===== src/rtl/apr_pkg.sv =====
// package for the converter power-mode and result readout block
// assumes a 50 MHz system clock; shared by the design and its bench
package apr_pkg;
	localparam int CLK_HZ = 50_000_000; // system clock rate
	localparam int CONV_TIME_NS = 4700; // longest conversion time, ns
	// longest time rounds down, never below one cycle
	localparam int CONV_CYCLES_RAW = (CONV_TIME_NS * (CLK_HZ / 1_000_000)) / 1000;
	localparam int CONV_CYCLES = (CONV_CYCLES_RAW < 1) ? 1 : CONV_CYCLES_RAW;
	localparam int RESULT_W = 14; // result width
	localparam int BYTE_W = 8; // bus width
	localparam int HI_BITS = RESULT_W - BYTE_W; // live bits in the high byte
	localparam logic [RESULT_W-1:0] MIDSCALE = 14'h2000; // offset binary flip
	localparam logic [1:0] PWR_OFF = 2'h0; // power-state codes
	localparam logic [1:0] PWR_STANDBY = 2'h1;
	localparam logic [1:0] PWR_ACTIVE = 2'h2;

	// sequencer states
	typedef enum logic [2:0] {
		APR_OFF,
		APR_STANDBY,
		APR_ACQ,
		APR_CONV,
		APR_DONE,
		APR_READ
	} apr_state_e;

	// host strobes as seen after synchronising
	typedef struct packed {
		logic conv_strobe_n; // active-low convert strobe
		logic read_conv; // read/convert select
		logic high_byte_select; // byte select
	} apr_host_s;
endpackage


===== src/rtl/apr_core.sv =====
// converter strobe sequencer: power mode, conversion timing, byte readout
// assumes host pins are asynchronous and a sampled 14-bit code arrives on i_sample
`timescale 1ns/1ps
module apr_core
	import apr_pkg::*;
#(
	parameter int CONV_CYC = CONV_CYCLES, // conversion length in cycles
	parameter bit BIPOLAR = 1'b1 // 1: offset binary coding, 0: straight binary
) (
	input wire logic i_clk,
	input wire logic i_sys_rst,
	input wire logic i_conv_strobe_n, // convert strobe pin, active low
	input wire logic i_read_conv, // read/convert select pin
	input wire logic i_high_byte_select, // byte select pin
	input wire logic [RESULT_W-1:0] i_sample, // raw converter code, straight binary
	output logic o_conv_done_n, // end of conversion, active low
	output logic [BYTE_W-1:0] o_result_outputs, // data bus value
	output logic [BYTE_W-1:0] o_result_outputs_oe, // high while driving bus
	output logic [1:0] o_ref_power, // reference power state
	output logic o_track // high while tracking the input
);

	// three-stage synchronisers; stage 1 only feeds stage 2
	// the pins carry no clock of their own, so every level is treated as asynchronous
	// cost: an edge is seen about four system clocks after the pin moves
	apr_host_s sync1, sync2, sync3, host; // host holds the agreed level
	// synchroniser chain, resets to idle levels
	always_ff @(posedge i_clk or posedge i_sys_rst) begin
		if (i_sys_rst) begin
			sync1 <= 3'b100;
			sync2 <= 3'b100;
			sync3 <= 3'b100;
		end else begin
			sync1 <= {i_conv_strobe_n, i_read_conv, i_high_byte_select};
			sync2 <= sync1;
			sync3 <= sync2;
		end
	end

	// a change counts only once stages two and three agree
	// each pin is filtered on its own, so a select may settle a cycle apart from the strobe
	// the host keeps select steady around the strobe edge, which hides that skew
	always_ff @(posedge i_clk or posedge i_sys_rst) begin
		if (i_sys_rst) begin
			host <= 3'b100;
		end else begin
			if (sync2.conv_strobe_n == sync3.conv_strobe_n)
				host.conv_strobe_n <= sync3.conv_strobe_n;
			if (sync2.read_conv == sync3.read_conv)
				host.read_conv <= sync3.read_conv;
			if (sync2.high_byte_select == sync3.high_byte_select)
				host.high_byte_select <= sync3.high_byte_select;
		end
	end

	// falling strobe edge, with select taken from the same sample
	// previous level resets high, the idle level of the strobe pin, so no false edge follows reset
	logic strobe_prev; // last agreed strobe level
	logic fall; // one-cycle falling-edge pulse
	logic rise; // one-cycle rising-edge pulse
	always_ff @(posedge i_clk or posedge i_sys_rst) begin
		if (i_sys_rst)
			strobe_prev <= 1'b1;
		else
			strobe_prev <= host.conv_strobe_n;
	end
	assign fall = strobe_prev & ~host.conv_strobe_n;
	assign rise = ~strobe_prev & host.conv_strobe_n;

	apr_state_e state; // sequencer state
	logic keep_ref; // power-down choice latched at second edge
	logic [15:0] conv_cnt; // conversion cycles left
	logic [RESULT_W-1:0] result; // latched coded result

	// main sequencer; starts in shutdown since power-up waits for a strobe
	// there is no reset pin on the device; the system reset only stands in for power-on
	// edges during conversion are ignored, so a stray strobe cannot cut a conversion short
	always_ff @(posedge i_clk or posedge i_sys_rst) begin
		if (i_sys_rst) begin
			state <= APR_OFF;
			keep_ref <= 1'b0;
			conv_cnt <= 16'h0000;
		end else begin
			unique case (state)
				// idle states wait for a strobe edge with select low
				APR_OFF, APR_STANDBY: begin
					if (fall && !host.read_conv)
						state <= APR_ACQ;
				end
				// second edge ends tracking and latches the mode
				APR_ACQ: begin
					if (fall) begin
						keep_ref <= ~host.read_conv;
						conv_cnt <= 16'(CONV_CYC - 1);
						state <= APR_CONV;
					end
				end
				// conversion runs on the free internal clock
				APR_CONV: begin
					if (conv_cnt == 16'h0000)
						state <= APR_DONE;
					else
						conv_cnt <= conv_cnt - 16'h0001;
				end
				// third edge with select high opens the bus
				APR_DONE: begin
					if (fall && host.read_conv)
						state <= APR_READ;
					else if (fall) // a low select restarts acquisition
						state <= APR_ACQ;
				end
				// read ends on strobe high; drop to the chosen power state
				APR_READ: begin
					if (rise)
						state <= keep_ref ? APR_STANDBY : APR_OFF;
				end
				default: state <= APR_OFF;
			endcase
		end
	end

	// result latch at conversion end, with output coding applied
	// offset binary is the straight code with its top bit inverted, so one xor is enough
	always_ff @(posedge i_clk or posedge i_sys_rst) begin
		if (i_sys_rst)
			result <= 14'h0000;
		else if (state == APR_CONV && conv_cnt == 16'h0000)
			result <= BIPOLAR ? (i_sample ^ MIDSCALE) : i_sample;
	end

	// done flag: low at end, high again when acquisition restarts
	// the flag stays low through the read, so the host may poll it at any time
	always_ff @(posedge i_clk or posedge i_sys_rst) begin
		if (i_sys_rst)
			o_conv_done_n <= 1'b1;
		else if (state == APR_CONV && conv_cnt == 16'h0000)
			o_conv_done_n <= 1'b0;
		else if (fall && (state == APR_OFF || state == APR_STANDBY || state == APR_DONE)
			&& !host.read_conv)
			o_conv_done_n <= 1'b1;
	end

	// bus driver: only in read state, byte picked by select
	// data is forced to zero while released, so a floating bus never shows stale bits
	// the release is taken on the rise itself, in the same cycle that the state leaves read
	always_ff @(posedge i_clk or posedge i_sys_rst) begin
		if (i_sys_rst) begin
			o_result_outputs <= 8'h00;
			o_result_outputs_oe <= 8'h00;
		end else if (state == APR_READ && !rise) begin
			o_result_outputs_oe <= 8'hff;
			if (host.high_byte_select)
				o_result_outputs <= {2'b00, result[RESULT_W-1:BYTE_W]};
			else
				o_result_outputs <= result[BYTE_W-1:0];
		end else begin
			o_result_outputs <= 8'h00;
			o_result_outputs_oe <= 8'h00;
		end
	end

	// reference power and tracking indicators
	// the reference shows active from acquisition through read; the settle wait is the host's
	always_ff @(posedge i_clk or posedge i_sys_rst) begin
		if (i_sys_rst) begin
			o_ref_power <= PWR_OFF;
			o_track <= 1'b0;
		end else begin
			o_track <= (state == APR_ACQ);
			unique case (state)
				APR_OFF: o_ref_power <= PWR_OFF;
				APR_STANDBY: o_ref_power <= PWR_STANDBY;
				default: o_ref_power <= PWR_ACTIVE;
			endcase
		end
	end

	// helper: cycles spent converting
	// only the conversion-time assertion reads it
	logic [15:0] conv_age;
	always_ff @(posedge i_clk or posedge i_sys_rst) begin
		if (i_sys_rst)
			conv_age <= 16'h0000;
		else if (state == APR_CONV)
			conv_age <= conv_age + 16'h0001;
		else
			conv_age <= 16'h0000;
	end

	AST_MODE_LATCH: assert property (@(posedge i_clk) disable iff (i_sys_rst)
		(state == APR_ACQ && fall) |=> (keep_ref == !$past(host.read_conv)))
		else $error("mode not latched from select");
	AST_STANDBY: assert property (@(posedge i_clk) disable iff (i_sys_rst)
		(state == APR_READ && rise && keep_ref) |=> state == APR_STANDBY ##1 o_ref_power == PWR_STANDBY)
		else $error("standby not entered");
	AST_SHUTDOWN: assert property (@(posedge i_clk) disable iff (i_sys_rst)
		(state == APR_READ && rise && !keep_ref) |=> state == APR_OFF ##1 o_ref_power == PWR_OFF)
		else $error("shutdown not entered");
	AST_WAKE: assert property (@(posedge i_clk) disable iff (i_sys_rst)
		((state == APR_OFF || state == APR_STANDBY) && fall && !host.read_conv) |=> state == APR_ACQ)
		else $error("wake edge missed");
	AST_IGNORE: assert property (@(posedge i_clk) disable iff (i_sys_rst)
		((state == APR_OFF || state == APR_STANDBY) && fall && host.read_conv) |=> $stable(state))
		else $error("edge with select high acted");
	AST_CONV_TIME: assert property (@(posedge i_clk) disable iff (i_sys_rst)
		conv_age <= 16'(CONV_CYC))
		else $error("conversion overran");
	AST_DONE_FALL: assert property (@(posedge i_clk) disable iff (i_sys_rst)
		(state == APR_CONV && conv_cnt == 16'h0000) |=> !o_conv_done_n && state == APR_DONE)
		else $error("done flag late");
	AST_FLOAT: assert property (@(posedge i_clk) disable iff (i_sys_rst)
		(state == APR_ACQ || state == APR_CONV) |=> o_result_outputs_oe == 8'h00)
		else $error("bus driven during conversion");
	AST_RELEASE: assert property (@(posedge i_clk) disable iff (i_sys_rst)
		(state == APR_READ && rise) |=> o_result_outputs_oe == 8'h00)
		else $error("bus not released");
	AST_HI_ZERO: assert property (@(posedge i_clk) disable iff (i_sys_rst)
		o_result_outputs_oe != 8'h00 && $past(host.high_byte_select) |-> o_result_outputs[7:6] == 2'b00)
		else $error("high byte top bits set");
	AST_DONE_RISE: assert property (@(posedge i_clk) disable iff (i_sys_rst)
		($rose(o_conv_done_n)) |-> state == APR_ACQ)
		else $error("done released outside acquisition");

	// a start edge from either idle state shows tracking two cycles later
	AST_TRACK_ON: assert property (@(posedge i_clk) disable iff (i_sys_rst)
		((state == APR_OFF || state == APR_STANDBY) && fall && !host.read_conv) |=> ##1 o_track)
		else $error("tracking not shown after start");

	// a read edge opens every data line
	AST_READ_OPEN: assert property (@(posedge i_clk) disable iff (i_sys_rst)
		(state == APR_DONE && fall && host.read_conv) |=> ##1 o_result_outputs_oe == 8'hff)
		else $error("bus not driven on read");

	// low byte while the select is low
	AST_LOW_BYTE: assert property (@(posedge i_clk) disable iff (i_sys_rst)
		(state == APR_READ && !rise && !host.high_byte_select) |=> o_result_outputs == result[BYTE_W-1:0])
		else $error("low byte wrong");

	// high byte while the select is high
	AST_HIGH_BYTE: assert property (@(posedge i_clk) disable iff (i_sys_rst)
		(state == APR_READ && !rise && host.high_byte_select) |=> o_result_outputs[5:0] == result[13:8])
		else $error("high byte wrong");

	// an edge with select low after done starts a new acquisition
	AST_RESTART: assert property (@(posedge i_clk) disable iff (i_sys_rst)
		(state == APR_DONE && fall && !host.read_conv) |=> state == APR_ACQ)
		else $error("restart edge missed");

	// no edge leaves conversion early
	AST_CONV_HOLD: assert property (@(posedge i_clk) disable iff (i_sys_rst)
		(state == APR_CONV && conv_cnt != 16'h0000) |=> state == APR_CONV)
		else $error("conversion cut short");

	// coding: only the top bit may differ from the raw code, and only when bipolar
	AST_CODING: assert property (@(posedge i_clk) disable iff (i_sys_rst)
		(state == APR_CONV && conv_cnt == 16'h0000) |=>
		(result[12:0] == $past(i_sample[12:0]) && result[13] == ($past(i_sample[13]) ^ BIPOLAR)))
		else $error("output coding wrong");

	// done stays low until an acquisition start releases it
	AST_DONE_HOLD: assert property (@(posedge i_clk) disable iff (i_sys_rst)
		(!o_conv_done_n && !(fall && !host.read_conv)) |=> !o_conv_done_n)
		else $error("done released early");

endmodule


===== config.mk =====
export PLATFORM = sky130hd
export DESIGN_NAME = apr_core
export DESIGN_NICKNAME = d
export VERILOG_FILES = /design/src/rtl/apr_pkg.sv /design/src/rtl/apr_core.sv
export SDC_FILE = /design/constraint.sdc
export NUM_CORES = 1
export LEC_CHECK = 0
export ABC_AREA = 1
export BUFFER_PORTS_ARGS = -buffer_cell sky130_fd_sc_hd__buf_2
export CAP_MARGIN = 5
export CORE_MARGIN = 10
export CORE_UTILIZATION = 56
export CTS_BUF_LIST = sky130_fd_sc_hd__clkbuf_16
export DETAILED_ROUTE_END_ITERATION = 8
export HOLD_SLACK_MARGIN = 0.05
export PLACE_DENSITY = 0.77
export SETUP_SLACK_MARGIN = 0.2
export SYNTH_ARGS = -nofsm -noshare
export SYNTH_HDL_FRONTEND = slang
export SYNTH_SLANG_ARGS = --single-unit
export TNS_END_PERCENT = 30

===== constraint.sdc =====
create_clock -name i_clk -period 2.5 [get_ports i_clk]
set_clock_uncertainty 0.15 [all_clocks]
set_input_delay 0.5 -clock i_clk [delete_from_list [all_inputs] [get_ports i_clk]]
set_output_delay 0.5 -clock i_clk [all_outputs]
set_load 0.03 [all_outputs]

# Word level (Yosys, flattened, before mapping)
# Cells that the tools add are included.
# word_totals
in_bits,19
out_inout_bits,20
elab_cells,78
ff_bits,67
# op_classes
n_eq_ne,14
n_reduce_logical,18
n_mux,17
bitwise,6
add_sub_neg,1
# ops
operator,count
16-bit two-way mux,2
16-bit one-hot mux with 2 select lines,1
8-bit two-way mux,3
3-bit two-way mux,6
16-bit logical NOT,1
16-bit by 1-bit subtractor with 16-bit output (second input constant),1
3-bit one-hot mux with 5 select lines,1
2-bit != test (second input constant),5
3-bit by 2-bit equality test with 1-bit output (second input constant),2
3-bit equality test (second input constant),2
1-bit logical AND,6
5-bit AND reduction,1
1-bit inverter,4
2-bit one-hot mux with 2 select lines,1
2-bit nonzero test,2
1-bit equality test,3
3-bit by 1-bit equality test with 1-bit output (second input constant),1
3-bit logical NOT,1
1-bit two-way mux,3
3-bit != test (second input constant),1
3-bit AND reduction,1
1-bit AND,2
1-bit logical NOT,2
1-bit logical OR,2
2 further kinds,2

# Depth between registers and ports, before layout
# Gate-level depths: netlist (run 1).
# depth
word_depth,7
mapped_depth,10
ltp_nobuf,9

# Least setup slack after synthesis (run 1)
# No wires, ideal clock.
# synth_path
path_kind,reg2reg
start,register conv_cnt[0]
end,register result[12]
t_arrival_ns,1.452
slack_ns,0.768
period_less_slack_ns,1.732
stages_incl_launch_ff,10
required_time_ns,2.220
setup_time_ns,0.130
path_buffers,2
cell_sequence,dfrtp_1 inv_1 ha_1 nand2_2 nor2_4 nand3_1 buf_2 buf_6 nand2_1 o21ai_0
# synth_between
elab_chain_len,2
# synth_lines
item,line_no,text
start: declaration,apr_core.sv:72,logic [15:0] conv_cnt;
start signal: assignment,apr_core.sv:94,conv_cnt <= 16'(CONV_CYC - 1);
start signal: assignment,apr_core.sv:103,conv_cnt <= conv_cnt - 16'h0001;
16-bit logical NOT,apr_core.sv:127,else if (state == APR_CONV && conv_cnt == 16'h0000)
1-bit logical AND,apr_core.sv:127,
end signal: assignment,apr_core.sv:128,result <= BIPOLAR ? (i_sample ^ MIDSCALE) : i_sample;
end: declaration,apr_core.sv:73,logic [RESULT_W-1:0] result;
# No other way between the ends.
# A chain may end at the register's enable or synchronous reset.

# Worst setup path in the final report (run 1)
# layout_path
start,register conv_cnt[0]
end,register conv_cnt[9]
# layout_between
elab_chain_len,3
word_cells_on_any_way,6
classes_between,add/sub: 1; eq/ne: 1; mux: 2; reduce/logical: 2
# layout_lines
item,line_no
16-bit by 1-bit subtractor with 16-bit output or 16-bit logical NOT (tied branches),"apr_core.sv:103, apr_core.sv:100"
16-bit two-way mux or 2-bit != test (tied branches),-
16-bit one-hot mux with 2 select lines or 3-bit AND reduction (tied branches),-
# Several ways; a longest one is shown, not always the timed one. The select of a mux whose other input is x is not followed.

==> impl_results.rst, run 1 <==
.. list-table::
   :header-rows: 1

   * - Metric
     - Value
   * - Outcome
     - completed
   * - Wire length reported by the detailed router
     - 5580 um
   * - Worst hold slack
     - 46.7 ps
   * - Final worst-path cycle share
     - 0.826
   * - Total negative setup slack
     - 0 ps
   * - Post-cts resize count
     - 0
   * - Remaining max-slew budget at the tightest pin
     - 0.683
   * - Setup Fix Bufs, Post-CTS
     - 0
   * - Kind of path behind the tightest hold check
     - primary input to asynchronous set/reset pin
   * - Drt wl/cell
     - 12.8 um
   * - Inserted Diodes
     - 0
   * - Via count of the first global-routing pass
     - 2152
   * - Clock H-tree levels
     - 3
   * - Slew at the pin closest to its max-slew limit
     - roughly 470 ps
   * - Maximum number of pins on one net before global-route repair
     - 39
   * - CP Data Arrival Time
     - between 2000 and 2500 ps
   * - Detail Route Antenna Nets
     - 0
   * - Starting Density
     - 0.582
   * - Tot GR Track Use
     - 0.146
   * - NumNets Final
     - 385
   * - Die X-Extent
     - between 90 and 100 um
   * - Core region area
     - 4750 um^2
   * - Final estimated routing congestion in global placement
     - 0.860
   * - Detailed-placement wirelength estimate
     - about 3900 um
   * - Netlist area before placement
     - roughly 2800 um^2
   * - Post-layout minimum cycle time
     - between 2000 and 2500 ps
   * - Dominant synthesized flop cell
     - sky130_fd_sc_hd__dfrtp_1
   * - Synth unique cells
     - 27
   * - Die Footprint
     - between 8000 and 9000 um^2
   * - Die Y
     - about 90 um
   * - Unrepaired setup endpoints after global routing
     - false
   * - Congestion Overflow GR
     - 0
   * - Vias per Instance
     - approximately 4.9
   * - Capturing element type of the critical path
     - flip-flop
   * - Layout cells sized above 1
     - 0.197
   * - Starting DRT DRC Count
     - 172
   * - Slowest cell on crit path
     - sky130_fd_sc_hd__dfrtp_1
   * - DRC viols
     - 0
   * - Top cell types by occurrence after synthesis
     - sky130_fd_sc_hd__nand2_1 (83), sky130_fd_sc_hd__dfrtp_1 (54), sky130_fd_sc_hd__inv_1 (42)
   * - FMAX
     - around 0.48 GHz
   * - Number of buffers inserted by port buffering
     - 38
   * - Critical path's largest stage delay
     - approximately 430 ps
   * - CTS max path bufs
     - 2
   * - Mean area per synthesized cell
     - about 8.4 um^2
   * - Sink Count
     - 60
   * - DR vias
     - roughly 2100
   * - Filler cell count
     - 387
   * - Count of synthesis-stage warnings from yosys
     - 0
   * - Gate count of the mapped netlist
     - between 300 and 400
   * - Crit Path Max Fanout
     - 11
   * - Sequential fraction of the synthesis area
     - 0.545
   * - Hold buffer count at CTS
     - 0
   * - Maximum ir drop on the vdd rail
     - 621 uV
   * - Antenna violations before repair
     - 0
   * - Area fraction of the dominant cell type after synthesis
     - 0.488
   * - Yosys reg bits
     - 60
   * - Final setup violation count
     - 0
   * - Async set-or-reset flop fraction in the synthesized netlist
     - 1.00
   * - Hold Violations, Final
     - 0
   * - Leakage
     - 1.77 nW
   * - CTS tree
     - yes
   * - Global-route wire length before repair
     - around 9900 um
   * - CTS Root Cell
     - sky130_fd_sc_hd__clkbuf_16
   * - Final Slew Violations
     - 0
   * - Post-synthesis net count
     - 348
   * - Number of buffers created by CTS
     - 9
   * - Count of max-cap constraint violations
     - 0
   * - Cells taking the most area after synthesis
     - sky130_fd_sc_hd__dfrtp_1 (49%), sky130_fd_sc_hd__nand2_1 (11%), sky130_fd_sc_hd__dfstp_2 (5.7%), sky130_fd_sc_hd__inv_1 (5.7%), sky130_fd_sc_hd__nand3_1 (5.4%)
   * - Clk_lat worst skew
     - between 300 and 400 ps
   * - Layout area overhead
     - 18.4%
   * - Critical Path Source Type
     - flip-flop
   * - Data required time of the worst path
     - between 2000 and 3000 ps
   * - Synth area leader
     - sky130_fd_sc_hd__dfrtp_1
   * - Cell-by-cell trace of the critical path
     - inv_1 -> ha_1 -> nand2_2 -> nor2_4 -> nand2_4 -> nand2_4 -> nand2_1 -> nand3_1 -> nand2_1
   * - Cell row count
     - 25
   * - Clock transition time at the flip-flop clock pins of the worst setup and hold paths
     - approximately 50 ps
   * - Most used standard cell by instance count after synthesis
     - sky130_fd_sc_hd__nand2_1
   * - Power Dens Cells
     - between 1000 and 1500 nW/um^2
   * - Number of top-level pins
     - 39
   * - Count of flip-flops with a built-in enable after synthesis
     - 0
   * - Critical path class
     - flip-flop to flip-flop
   * - 1st-pass router iterations
     - 4
## placed cells by master, fill, tap and decap left out, types with 2 or more instances in the layout
cell type / synthesis / layout
sky130_fd_sc_hd__dfstp_2: 6 / 6
sky130_fd_sc_hd__nand2_1: 83 / 83
sky130_fd_sc_hd__a21oi_1: 8 / 8
sky130_fd_sc_hd__nor3_1: 2 / 2
sky130_fd_sc_hd__buf_2: 3 / 38
sky130_fd_sc_hd__nand3_1: 30 / 30
sky130_fd_sc_hd__nand2_4: 2 / 2
sky130_fd_sc_hd__dfrtp_1: 54 / 54
sky130_fd_sc_hd__inv_2: 2 / 3
sky130_fd_sc_hd__nor2_2: 2 / 2
sky130_fd_sc_hd__nor2_4: 2 / 2
sky130_fd_sc_hd__nor2_1: 32 / 32
sky130_fd_sc_hd__nand2_2: 2 / 2
sky130_fd_sc_hd__clkbuf_16: 0 / 9
sky130_fd_sc_hd__maj3_1: 3 / 3
sky130_fd_sc_hd__o21ai_0: 20 / 20
sky130_fd_sc_hd__clkinv_1: 0 / 3
sky130_fd_sc_hd__o21ai_1: 13 / 13
sky130_fd_sc_hd__xor2_1: 4 / 4
sky130_fd_sc_hd__bufinv_16: 0 / 2
sky130_fd_sc_hd__nand4_1: 2 / 2
sky130_fd_sc_hd__clkinv_2: 0 / 2
sky130_fd_sc_hd__inv_1: 42 / 41
## critical path: cells and delay by family (launching register included)
kind | cells | cell delay, ps
adder cells (fa/ha/maj) | 1 | 260
buffers and inverters | 1 | 120
AND/OR/NAND/NOR | 7 | 990
flip-flops | 1 | 430
## state kept, by name, summed over array words and instances (netlist names)
name                 count
conv_cnt                16
host                     3
keep_ref                 1
o_conv_done_n            1
o_ref_power              2
o_result_outputs         8
o_result_outputs_oe      1
o_track                  1
result                  14
state                    3
strobe_prev              1
sync1                    3
sync2                    3
sync3                    3
## area by class of cell
class / instances / area, um^2 / share of cell area
Sequential cell: 60 / 1510 / 0.460
Multi-Input combinational cell: 210 / 996 / 0.304
Timing Repair Buffer: 40 / 218 / 0.0664
Clock buffer: 9 / 225 / 0.0687
Tap cell: 67 / 83.8 / 0.0256
Clock inverter: 7 / 81.3 / 0.0248
Inverter: 44 / 165 / 0.0504
## worst paths after layout
path	start	cells after the start	slack, ps	endpoint
worst min-delay path	i_sys_rst	2	50	sync1[0]$_DFF_PP0_
min in group i_clk	i_conv_strobe_n	1	130	sync1[2]$_DFF_PP1_
worst min register to register	sync1[1]$_DFF_PP0_	0	200	sync2[1]$_DFF_PP0_
max in group asynchronous	i_sys_rst	3	1540	o_conv_done_n$_DFFE_PP1P_
worst max register to register	conv_cnt[0]$_DFFE_PP0P_	9	440	conv_cnt[9]$_DFFE_PP0P_
worst max-delay path	conv_cnt[0]$_DFFE_PP0P_	9	440	conv_cnt[9]$_DFFE_PP0P_
## per-layer routing
layer	up-vias	routed length, um	GRT usage
li1	1097	-	-
met1	973	2490	0.176
met2	61	2650	0.233
met3	8	373	0.0524
met4	0	68	0.0557
met5	-	0	0
## report_power, final
part           switching, mW  internal (mW)  total, mW
clock                  0.396          0.856       1.25
combinational          0.733          0.339       1.07
sequential             0.186           1.23       1.41
total                   1.32           2.42       3.74
## through the flow
stage | setup WS, ps | utilization | cell area [um^2] | power, mW | cells
floorplan | 375 | - | 2770 | 2.25 | 328
global placement | 602 | 0.625 | 2970 | 2.45 | 421
detailed placement | 522 | 0.625 | 2970 | 2.48 | 421
CTS | 453 | 0.689 | 3280 | 3.76 | 437
global route | 310 | 0.689 | 3280 | 4.01 | 437
finish | 436 | 0.689 | 3280 | 3.74 | 437
## cell families (layout without fill, tap and decap cells)
logic type               after synthesis  after routing  synth area share
adder cells (fa/ha/maj)                4              4            0.0154
flip-flops                            60             60             0.545
AO/OA/AOI/OAI                         44             44            0.0859
buffers and inverters                 58            100            0.0949
XOR/XNOR                               4              4            0.0127
AND/OR/NAND/NOR                      158            158             0.246
Note: power is estimated with default switching activity, not from simulation.
==> run 2, diff against run 1 <==
--- a/config.mk
+++ b/config.mk
@@ -9,11 +9,11 @@
 export BUFFER_PORTS_ARGS = -buffer_cell sky130_fd_sc_hd__buf_2
 export CAP_MARGIN = 5
 export CORE_MARGIN = 10
-export CORE_UTILIZATION = 56
+export CORE_UTILIZATION = 51
 export CTS_BUF_LIST = sky130_fd_sc_hd__clkbuf_16
 export DETAILED_ROUTE_END_ITERATION = 8
 export HOLD_SLACK_MARGIN = 0.05
-export PLACE_DENSITY = 0.77
+export PLACE_DENSITY = 0.74
 export SETUP_SLACK_MARGIN = 0.2
 export SYNTH_ARGS = -nofsm -noshare
 export SYNTH_HDL_FRONTEND = slang
==> constraint.sdc (replaced) <==
create_clock -name i_clk -period 1.8 [get_ports i_clk]
set_clock_uncertainty 0.15 [all_clocks]
set_input_delay 0.36 -clock i_clk [delete_from_list [all_inputs] [get_ports i_clk]]
set_output_delay 0.36 -clock i_clk [all_outputs]
set_load 0.03 [all_outputs]
==> impl_results.rst, run 2 (synthesized netlist as in run 1, its figures left out) <==
.. list-table::
   :header-rows: 1

   * - Metric
     - Value
   * - Detailed-placement wirelength estimate
     - ~4100 um
   * - CTS max path bufs
     - 2
   * - Die X-Extent
     - approximately 94 um
   * - Final setup violation count
     - 0
   * - Final worst-path cycle share
     - 0.960
   * - Global-route wire length before repair
     - between 10000 and 15000 um
   * - FMAX
     - around 0.58 GHz
   * - Number of flip-flops under the largest register name
     - 16
   * - Inserted Diodes
     - 0
   * - Vias per Instance
     - ~5
   * - Slew at the pin closest to its max-slew limit
     - 379 ps
   * - DRC viols
     - 0
   * - Hold Violations, Final
     - 0
   * - Number of buffers inserted by port buffering
     - 38
   * - Starting DRT DRC Count
     - between 200 and 250
   * - Crit Path Max Fanout
     - 7
   * - Number of buffers created by CTS
     - 9
   * - Reg-to-Reg End
     - conv_cnt[10]$_DFFE_PP0P_
   * - Starting Density
     - 0.535
   * - Maximum ir drop on the vdd rail
     - just over 800 uV
   * - Die Y
     - about 94 um
   * - 1st-pass router iterations
     - 4
   * - Total Power Consumption
     - approximately 6 mW
   * - Post-layout minimum cycle time
     - about 1700 ps
   * - Most common library cell in the layout ignoring fill and taps
     - sky130_fd_sc_hd__nand2_1
   * - Drt wl/cell
     - between 10 and 15 um
   * - Count of max-cap constraint violations
     - 0
   * - Critical path class
     - flip-flop to flip-flop
   * - Worst reg2reg setup slack
     - between 70 and 80 ps
   * - Hold Crit Depth
     - 2
   * - Filler cell count
     - about 370
   * - Number of top-level pins
     - 39
   * - CP Data Arrival Time
     - 1850 ps
   * - Cell row count
     - 26
   * - Core region area
     - between 5000 and 6000 um^2
   * - Worst hold slack
     - 80.9 ps
   * - Critical Path Source Type
     - flip-flop
   * - Clk_lat worst skew
     - 330 ps
   * - Congestion Overflow GR
     - 0
   * - Detail Route Antenna Nets
     - 0
   * - Die Footprint
     - 8770 um^2
   * - Capturing element type of the critical path
     - flip-flop
   * - Data required time of the worst path
     - approximately 1900 ps
   * - Via count of the first global-routing pass
     - 2435
   * - Tot GR Track Use
     - 0.163
   * - Clock H-tree levels
     - 3
   * - Remaining max-slew budget at the tightest pin
     - 0.747
   * - Leakage
     - roughly 2 nW
   * - CTS Root Cell
     - sky130_fd_sc_hd__clkbuf_16
   * - Power Dens Cells
     - 1630 nW/um^2
   * - Total negative setup slack
     - 0 ps
   * - HP Start
     - i_sample[13]
   * - Final Slew Violations
     - 0
   * - Unrepaired setup endpoints after global routing
     - true
   * - Sink Count
     - 60
   * - Maximum number of pins on one net before global-route repair
     - 30
   * - Logic depth of the worst register-to-register path
     - 9
   * - Outcome
     - completed
   * - Antenna violations before repair
     - 0
   * - Hold worst-path end
     - result[13]$_DFFE_PP0P_
   * - Largest registers
     - conv_cnt (16), result (14), o_result_outputs (8)
   * - Layout area overhead
     - 36.2%
   * - Leading cell types in the layout, fill and taps excluded
     - sky130_fd_sc_hd__nand2_1 (73), sky130_fd_sc_hd__dfrtp_1 (49), sky130_fd_sc_hd__inv_1 (41), sky130_fd_sc_hd__buf_2 (38), sky130_fd_sc_hd__nand3_1 (27)
   * - Reg-to-reg critical path startpoint
     - conv_cnt[11]$_DFFE_PP0P_
   * - Largest register by flop count
     - conv_cnt
   * - Final core utilization
     - 0.729
   * - NumNets Final
     - between 400 and 500
   * - Clock transition time at the flip-flop clock pins of the worst setup and hold paths
     - 50 ps
   * - Final estimated routing congestion in global placement
     - between 0.9 and 1
   * - DR vias
     - 2435
   * - Kind of path behind the tightest hold check
     - primary input to flip-flop
   * - CTS tree
     - yes
   * - Layout cells sized above 1
     - 0.338
   * - Wire length reported by the detailed router
     - between 7000 and 8000 um
-- run 2: worst max path at each step --
stage | start | depth (start not counted) | endpoint
4_1_cts | conv_cnt[7]$_DFFE_PP0P_ | 9 | conv_cnt[14]$_DFFE_PP0P_
5_1_grt | conv_cnt[12]$_DFFE_PP0P_ | 8 | conv_cnt[10]$_DFFE_PP0P_
6_report | conv_cnt[11]$_DFFE_PP0P_ | 9 | conv_cnt[10]$_DFFE_PP0P_
3_5_place_dp | conv_cnt[0]$_DFFE_PP0P_ | 9 | conv_cnt[6]$_DFFE_PP0P_
2_1_floorplan | conv_cnt[0]$_DFFE_PP0P_ | 9 | result[12]$_DFFE_PP0P_
3_3_place_gp | conv_cnt[4]$_DFFE_PP0P_ | 8 | conv_cnt[10]$_DFFE_PP0P_
-- run 2: metrics by stage --
stage / worst slack [ps] / cell area (um^2) / instances
2_1_floorplan: 67.9 / 2770 / 328
3_3_place_gp: 60.2 / 3070 / 433
3_5_place_dp: -11.5 / 3070 / 433
4_1_cts: 143 / 3650 / 465
5_1_grt: 0.538 / 3770 / 475
6_report: 71.5 / 3770 / 475
-- run 2: report_power, final --
part	switching, mW	leakage [nW]	total (mW)	internal (mW)
Combinational	1.30	1.13	2.22	0.923
Clock	0.594	0.166	1.93	1.34
Sequential	0.290	0.703	2.00	1.71
-- run 2: what timing repair did --
item | in CTS | in global routing
pin swaps | 13 | 8
hold buffers | 4 | 0
gates cloned | 1 | 0
setup endpoints to repair | 34 | 42
resized for setup | 31 | 16
buffers inserted | 11 | 10
hold endpoints to repair | 11 | 0
-- run 2: per-layer routing --
layer,track usage,vias to the layer above,wire length [um]
met5,0,-,0
met4,0.0810,0,142
met3,0.0432,14,477
met2,0.271,87,3600
met1,0.189,1157,2870
li1,-,1177,-
-- run 2: worst max-delay path: stages, from the launching register on --
cell and delay (ps):
sky130_fd_sc_hd__dfrtp_2 440, sky130_fd_sc_hd__nor2_2 160, sky130_fd_sc_hd__nand2_1 110, sky130_fd_sc_hd__nor2_4 170, sky130_fd_sc_hd__nand2_4 90, sky130_fd_sc_hd__a21oi_4 150
sky130_fd_sc_hd__buf_6 140, sky130_fd_sc_hd__buf_16 120, sky130_fd_sc_hd__nand2_2 50, sky130_fd_sc_hd__nand2_1 60
-- run 2: area by class of cell --
type | instances | area (um^2) | share of cell area
clock buffer | 9 | 225 | 0.0598
clock inverter | 7 | 109 | 0.0289
inverter | 44 | 171 | 0.0455
multi-input combinational | 210 | 1100 | 0.292
sequential | 60 | 1520 | 0.402
tap | 70 | 87.6 | 0.0232
timing repair buffer | 75 | 559 | 0.148
==> run 3, diff against run 2 <==
--- a/config.mk
+++ b/config.mk
@@ -5,15 +5,14 @@
 export SDC_FILE = /design/constraint.sdc
 export NUM_CORES = 1
 export LEC_CHECK = 0
-export ABC_AREA = 1
 export BUFFER_PORTS_ARGS = -buffer_cell sky130_fd_sc_hd__buf_2
 export CAP_MARGIN = 5
 export CORE_MARGIN = 10
-export CORE_UTILIZATION = 51
+export CORE_UTILIZATION = 60
 export CTS_BUF_LIST = sky130_fd_sc_hd__clkbuf_16
 export DETAILED_ROUTE_END_ITERATION = 8
 export HOLD_SLACK_MARGIN = 0.05
-export PLACE_DENSITY = 0.74
+export PLACE_DENSITY = 0.82
 export SETUP_SLACK_MARGIN = 0.2
 export SYNTH_ARGS = -nofsm -noshare
 export SYNTH_HDL_FRONTEND = slang
==> constraint.sdc (replaced) <==
create_clock -name i_clk -period 2.16 [get_ports i_clk]
set_clock_uncertainty 0.15 [all_clocks]
set_input_delay 0.432 -clock i_clk [delete_from_list [all_inputs] [get_ports i_clk]]
set_output_delay 0.432 -clock i_clk [all_outputs]
set_load 0.03 [all_outputs]
==> impl_results.rst, run 3 <==
.. list-table::
   :header-rows: 1

   * - Metric
     - Value
   * - Outcome
     - completed
   * - Largest register by flop count
     - conv_cnt
   * - Hold buffer count at CTS
     - 0
   * - Die X-Extent
     - between 80 and 90 um
   * - Clock H-tree levels
     - 3
   * - Worst hold slack
     - a little over 30 ps
   * - Critical path class
     - flip-flop to flip-flop
   * - Tot GR Track Use
     - 0.169
   * - Unrepaired setup endpoints after global routing
     - true
   * - Data required time of the worst path
     - about 2300 ps
   * - Detailed-placement wirelength estimate
     - about 4000 um
   * - Buffers and inverters on the worst path
     - 1
   * - Yosys reg bits
     - 60
   * - Inserted Diodes
     - 0
   * - Slew at the pin closest to its max-slew limit
     - around 600 ps
   * - Final estimated routing congestion in global placement
     - roughly 0.85
   * - Maximum number of pins on one net before global-route repair
     - 61
   * - Number of flip-flops under the largest register name
     - 16
   * - DRC viols
     - 0
   * - Worst reg2reg setup slack
     - about 110 ps
   * - Number of cells in the design after placement
     - 314
   * - Clock transition time at the flip-flop clock pins of the worst setup and hold paths
     - around 50 ps
   * - Area fraction of the dominant cell type after synthesis
     - 0.521
   * - FMAX
     - 0.487 GHz
   * - Layout cells sized above 1
     - 0.423
   * - 1st-pass router iterations
     - 5
   * - Die Y
     - 85.7 um
   * - Total negative setup slack
     - 0 ps
   * - Final design area excluding fillers
     - approximately 3400 um^2
   * - Slowest cell on crit path
     - sky130_fd_sc_hd__or4_4
   * - Count of synthesis-stage warnings from yosys
     - 0
   * - Filler cell count
     - approximately 230
   * - Most common library cell in the layout ignoring fill and taps
     - sky130_fd_sc_hd__dfrtp_1
   * - Remaining max-slew budget at the tightest pin
     - 0.598
   * - Crit-path leading delay family
     - simple AND/OR/NAND/NOR gates
   * - Cells taking the most area after synthesis
     - sky130_fd_sc_hd__dfrtp_1 (52%), sky130_fd_sc_hd__dfstp_2 (6.1%), sky130_fd_sc_hd__mux2_2 (5.6%), sky130_fd_sc_hd__mux2i_1 (5.4%), sky130_fd_sc_hd__buf_4 (2.3%)
   * - Sink Count
     - 60
   * - Area taken by multi-input logic gates
     - between 1000 and 1500 um^2
   * - Final worst-path cycle share
     - 0.951
   * - Leakage
     - about 1.6 nW
   * - DR vias
     - between 2000 and 2500
   * - Hold Violations, Final
     - 0
   * - Maximum ir drop on the vdd rail
     - approximately 900 uV
   * - Global-route wire length before repair
     - roughly 10000 um
   * - Gate count of the mapped netlist
     - 218
   * - Number of top-level pins
     - 39
   * - Post-synthesis net count
     - roughly 240
   * - Kind of path behind the tightest hold check
     - primary input to asynchronous set/reset pin
   * - Starting Density
     - 0.634
   * - Netlist area before placement
     - 2590 um^2
   * - Drt wl/cell
     - 17.9 um
   * - Final Slew Violations
     - 0
   * - Most used standard cell by instance count after synthesis
     - sky130_fd_sc_hd__dfrtp_1
   * - Leading cell types in the layout, fill and taps excluded
     - sky130_fd_sc_hd__dfrtp_1 (52), sky130_fd_sc_hd__buf_2 (38), sky130_fd_sc_hd__buf_4 (24), sky130_fd_sc_hd__mux2i_1 (14)
   * - Placed instance area
     - approximately 3000 um^2
   * - Post-layout minimum cycle time
     - roughly 2100 ps
   * - Number of buffers inserted by port buffering
     - 38
   * - Largest registers
     - conv_cnt (16), result (14), o_result_outputs (8)
   * - Synth area leader
     - sky130_fd_sc_hd__dfrtp_1
   * - Power Dens Cells
     - between 1000 and 1500 nW/um^2
   * - CTS Root Cell
     - sky130_fd_sc_hd__clkbuf_16
   * - CTS max path bufs
     - 2
   * - Cell-by-cell trace of the critical path
     - inv_2 -> ha_4 -> or3b_4 -> or4_4 -> or3_1 -> a21oi_2
   * - Mean area per synthesized cell
     - roughly 12 um^2
   * - Die Footprint
     - between 7000 and 8000 um^2
   * - Antenna violations before repair
     - 0
   * - Async set-or-reset flop fraction in the synthesized netlist
     - 1.00
   * - Sequential fraction of the synthesis area
     - 0.582
   * - Crit. Startpoint
     - conv_cnt[1]$_DFFE_PP0P_
   * - Layout area overhead
     - 29.6%
   * - Synth unique cells
     - 43
   * - Detail Route Antenna Nets
     - 0
   * - Congestion Overflow GR
     - 0
   * - NumNets Final
     - between 200 and 300
   * - Number of buffers created by CTS
     - 9
   * - CTS tree
     - yes
   * - Critical path's largest stage delay
     - roughly 420 ps
   * - Vias per Instance
     - around 6
   * - Area taken by flip-flops and latches
     - 1510 um^2
   * - Wire length reported by the detailed router
     - about 6000 um
   * - Crit Path Max Fanout
     - 3
   * - Clk_lat worst skew
     - ~320 ps
   * - Final core utilization
     - 0.822
   * - Final setup violation count
     - 0
   * - Critical Path Source Type
     - flip-flop
   * - Dominant synthesized flop cell
     - sky130_fd_sc_hd__dfrtp_1
   * - Core region area
     - 4090 um^2
   * - Via count of the first global-routing pass
     - a little over 2000
   * - Count of max-cap constraint violations
     - 0
   * - Top cell types by occurrence after synthesis
     - sky130_fd_sc_hd__dfrtp_1 (54), sky130_fd_sc_hd__mux2i_1 (14), sky130_fd_sc_hd__nand2_1 (14)
   * - Capturing element type of the critical path
     - flip-flop
   * - CP Data Arrival Time
     - 2160 ps
   * - Count of flip-flops with a built-in enable after synthesis
     - 0
   * - Reg-to-reg critical path startpoint
     - conv_cnt[1]$_DFFE_PP0P_
   * - Cell row count
     - 23
   * - Post-layout instance count excluding filler cells
     - 334
   * - Starting DRT DRC Count
     - between 200 and 300
## run 3: cell types whose count changed in the layout (fill, tap and decap cells not counted), moves of 10 or more
cell / change
sky130_fd_sc_hd__nand3_1: -21
sky130_fd_sc_hd__mux2_2: +13
sky130_fd_sc_hd__nand2_2: -10
sky130_fd_sc_hd__mux2i_1: +14
sky130_fd_sc_hd__nor2_1: -13
sky130_fd_sc_hd__inv_1: -35
sky130_fd_sc_hd__o21ai_1: -11
sky130_fd_sc_hd__nand2_1: -60
## run 3: kinds of logic after synthesis
logic type / synth area share
adders and majority gates: 0.0164
AOI/OAI and AO/OA: 0.0720
DFF: 0.582
muxes: 0.111
buffers and inverters: 0.0410
and+or+nand+nor: 0.178
## run 3: worst reg2reg max path, stage by stage, from the launching register on
cell                      delay (ps)
sky130_fd_sc_hd__dfrtp_1         390
sky130_fd_sc_hd__inv_2            80
sky130_fd_sc_hd__ha_4            130
sky130_fd_sc_hd__or3b_4          370
sky130_fd_sc_hd__or4_4           420
sky130_fd_sc_hd__or3_1           330
sky130_fd_sc_hd__a21oi_2         120
## run 3: area by class of cell
class,instances,area share
inverter,6,0.00782
clock inverter,7,0.0179
clock buffer,9,0.0670
timing repair buffer,64,0.122
tap,50,0.0186
multi-input combinational,138,0.317
sequential,60,0.450
## run 3: worst paths after layout
kind	to	depth (start not counted)
min reg2reg	sync2[2]$_DFF_PP1_	0
min in group i_clk	sync1[2]$_DFF_PP1_	1
max	conv_cnt[10]$_DFFE_PP0P_	6
max in group asynchronous	sync3[2]$_DFF_PP1_	3
max reg2reg	conv_cnt[10]$_DFFE_PP0P_	6
min	o_result_outputs_oe[6]$_DFF_PP0_	3
## run 3: timing repair
| action | 4_1_cts | 5_1_grt |
|---|---|---|
| setup endpoints to repair | 11 | 29 |
| buffers inserted | 2 | 2 |
| gates resized for setup | 5 | 7 |
| pin swaps | 3 | 2 |
## run 3: per-stage QoR
step / setup slack, ps / total power, mW
after floorplan: -37.8 / 1.92
after global placement: 52.2 / 2.19
after detailed placement: -0.618 / 2.23
after CTS: 112 / 3.64
after global routing: 52.0 / 3.85
final: 106 / 3.68
## run 3: power by group
| part | leakage [nW] | internal, mW | switching [mW] |
|---|---|---|---|
| clock | 0.153 | 0.878 | 0.478 |
| combinational | 0.692 | 0.416 | 0.459 |
| sequential | 0.749 | 1.31 | 0.144 |
| total | 1.59 | 2.60 | 1.08 |
## run 3: metal layers
layer  part of all wire  track usage  up-vias  wire length [um]
met5                  0            0        -                 0
met4              0.022       0.0674        0               132
met3              0.077       0.0577       21               463
met2               0.50        0.289      102              3000
met1               0.40        0.188      999              2380
li1                   -            -      914                 -
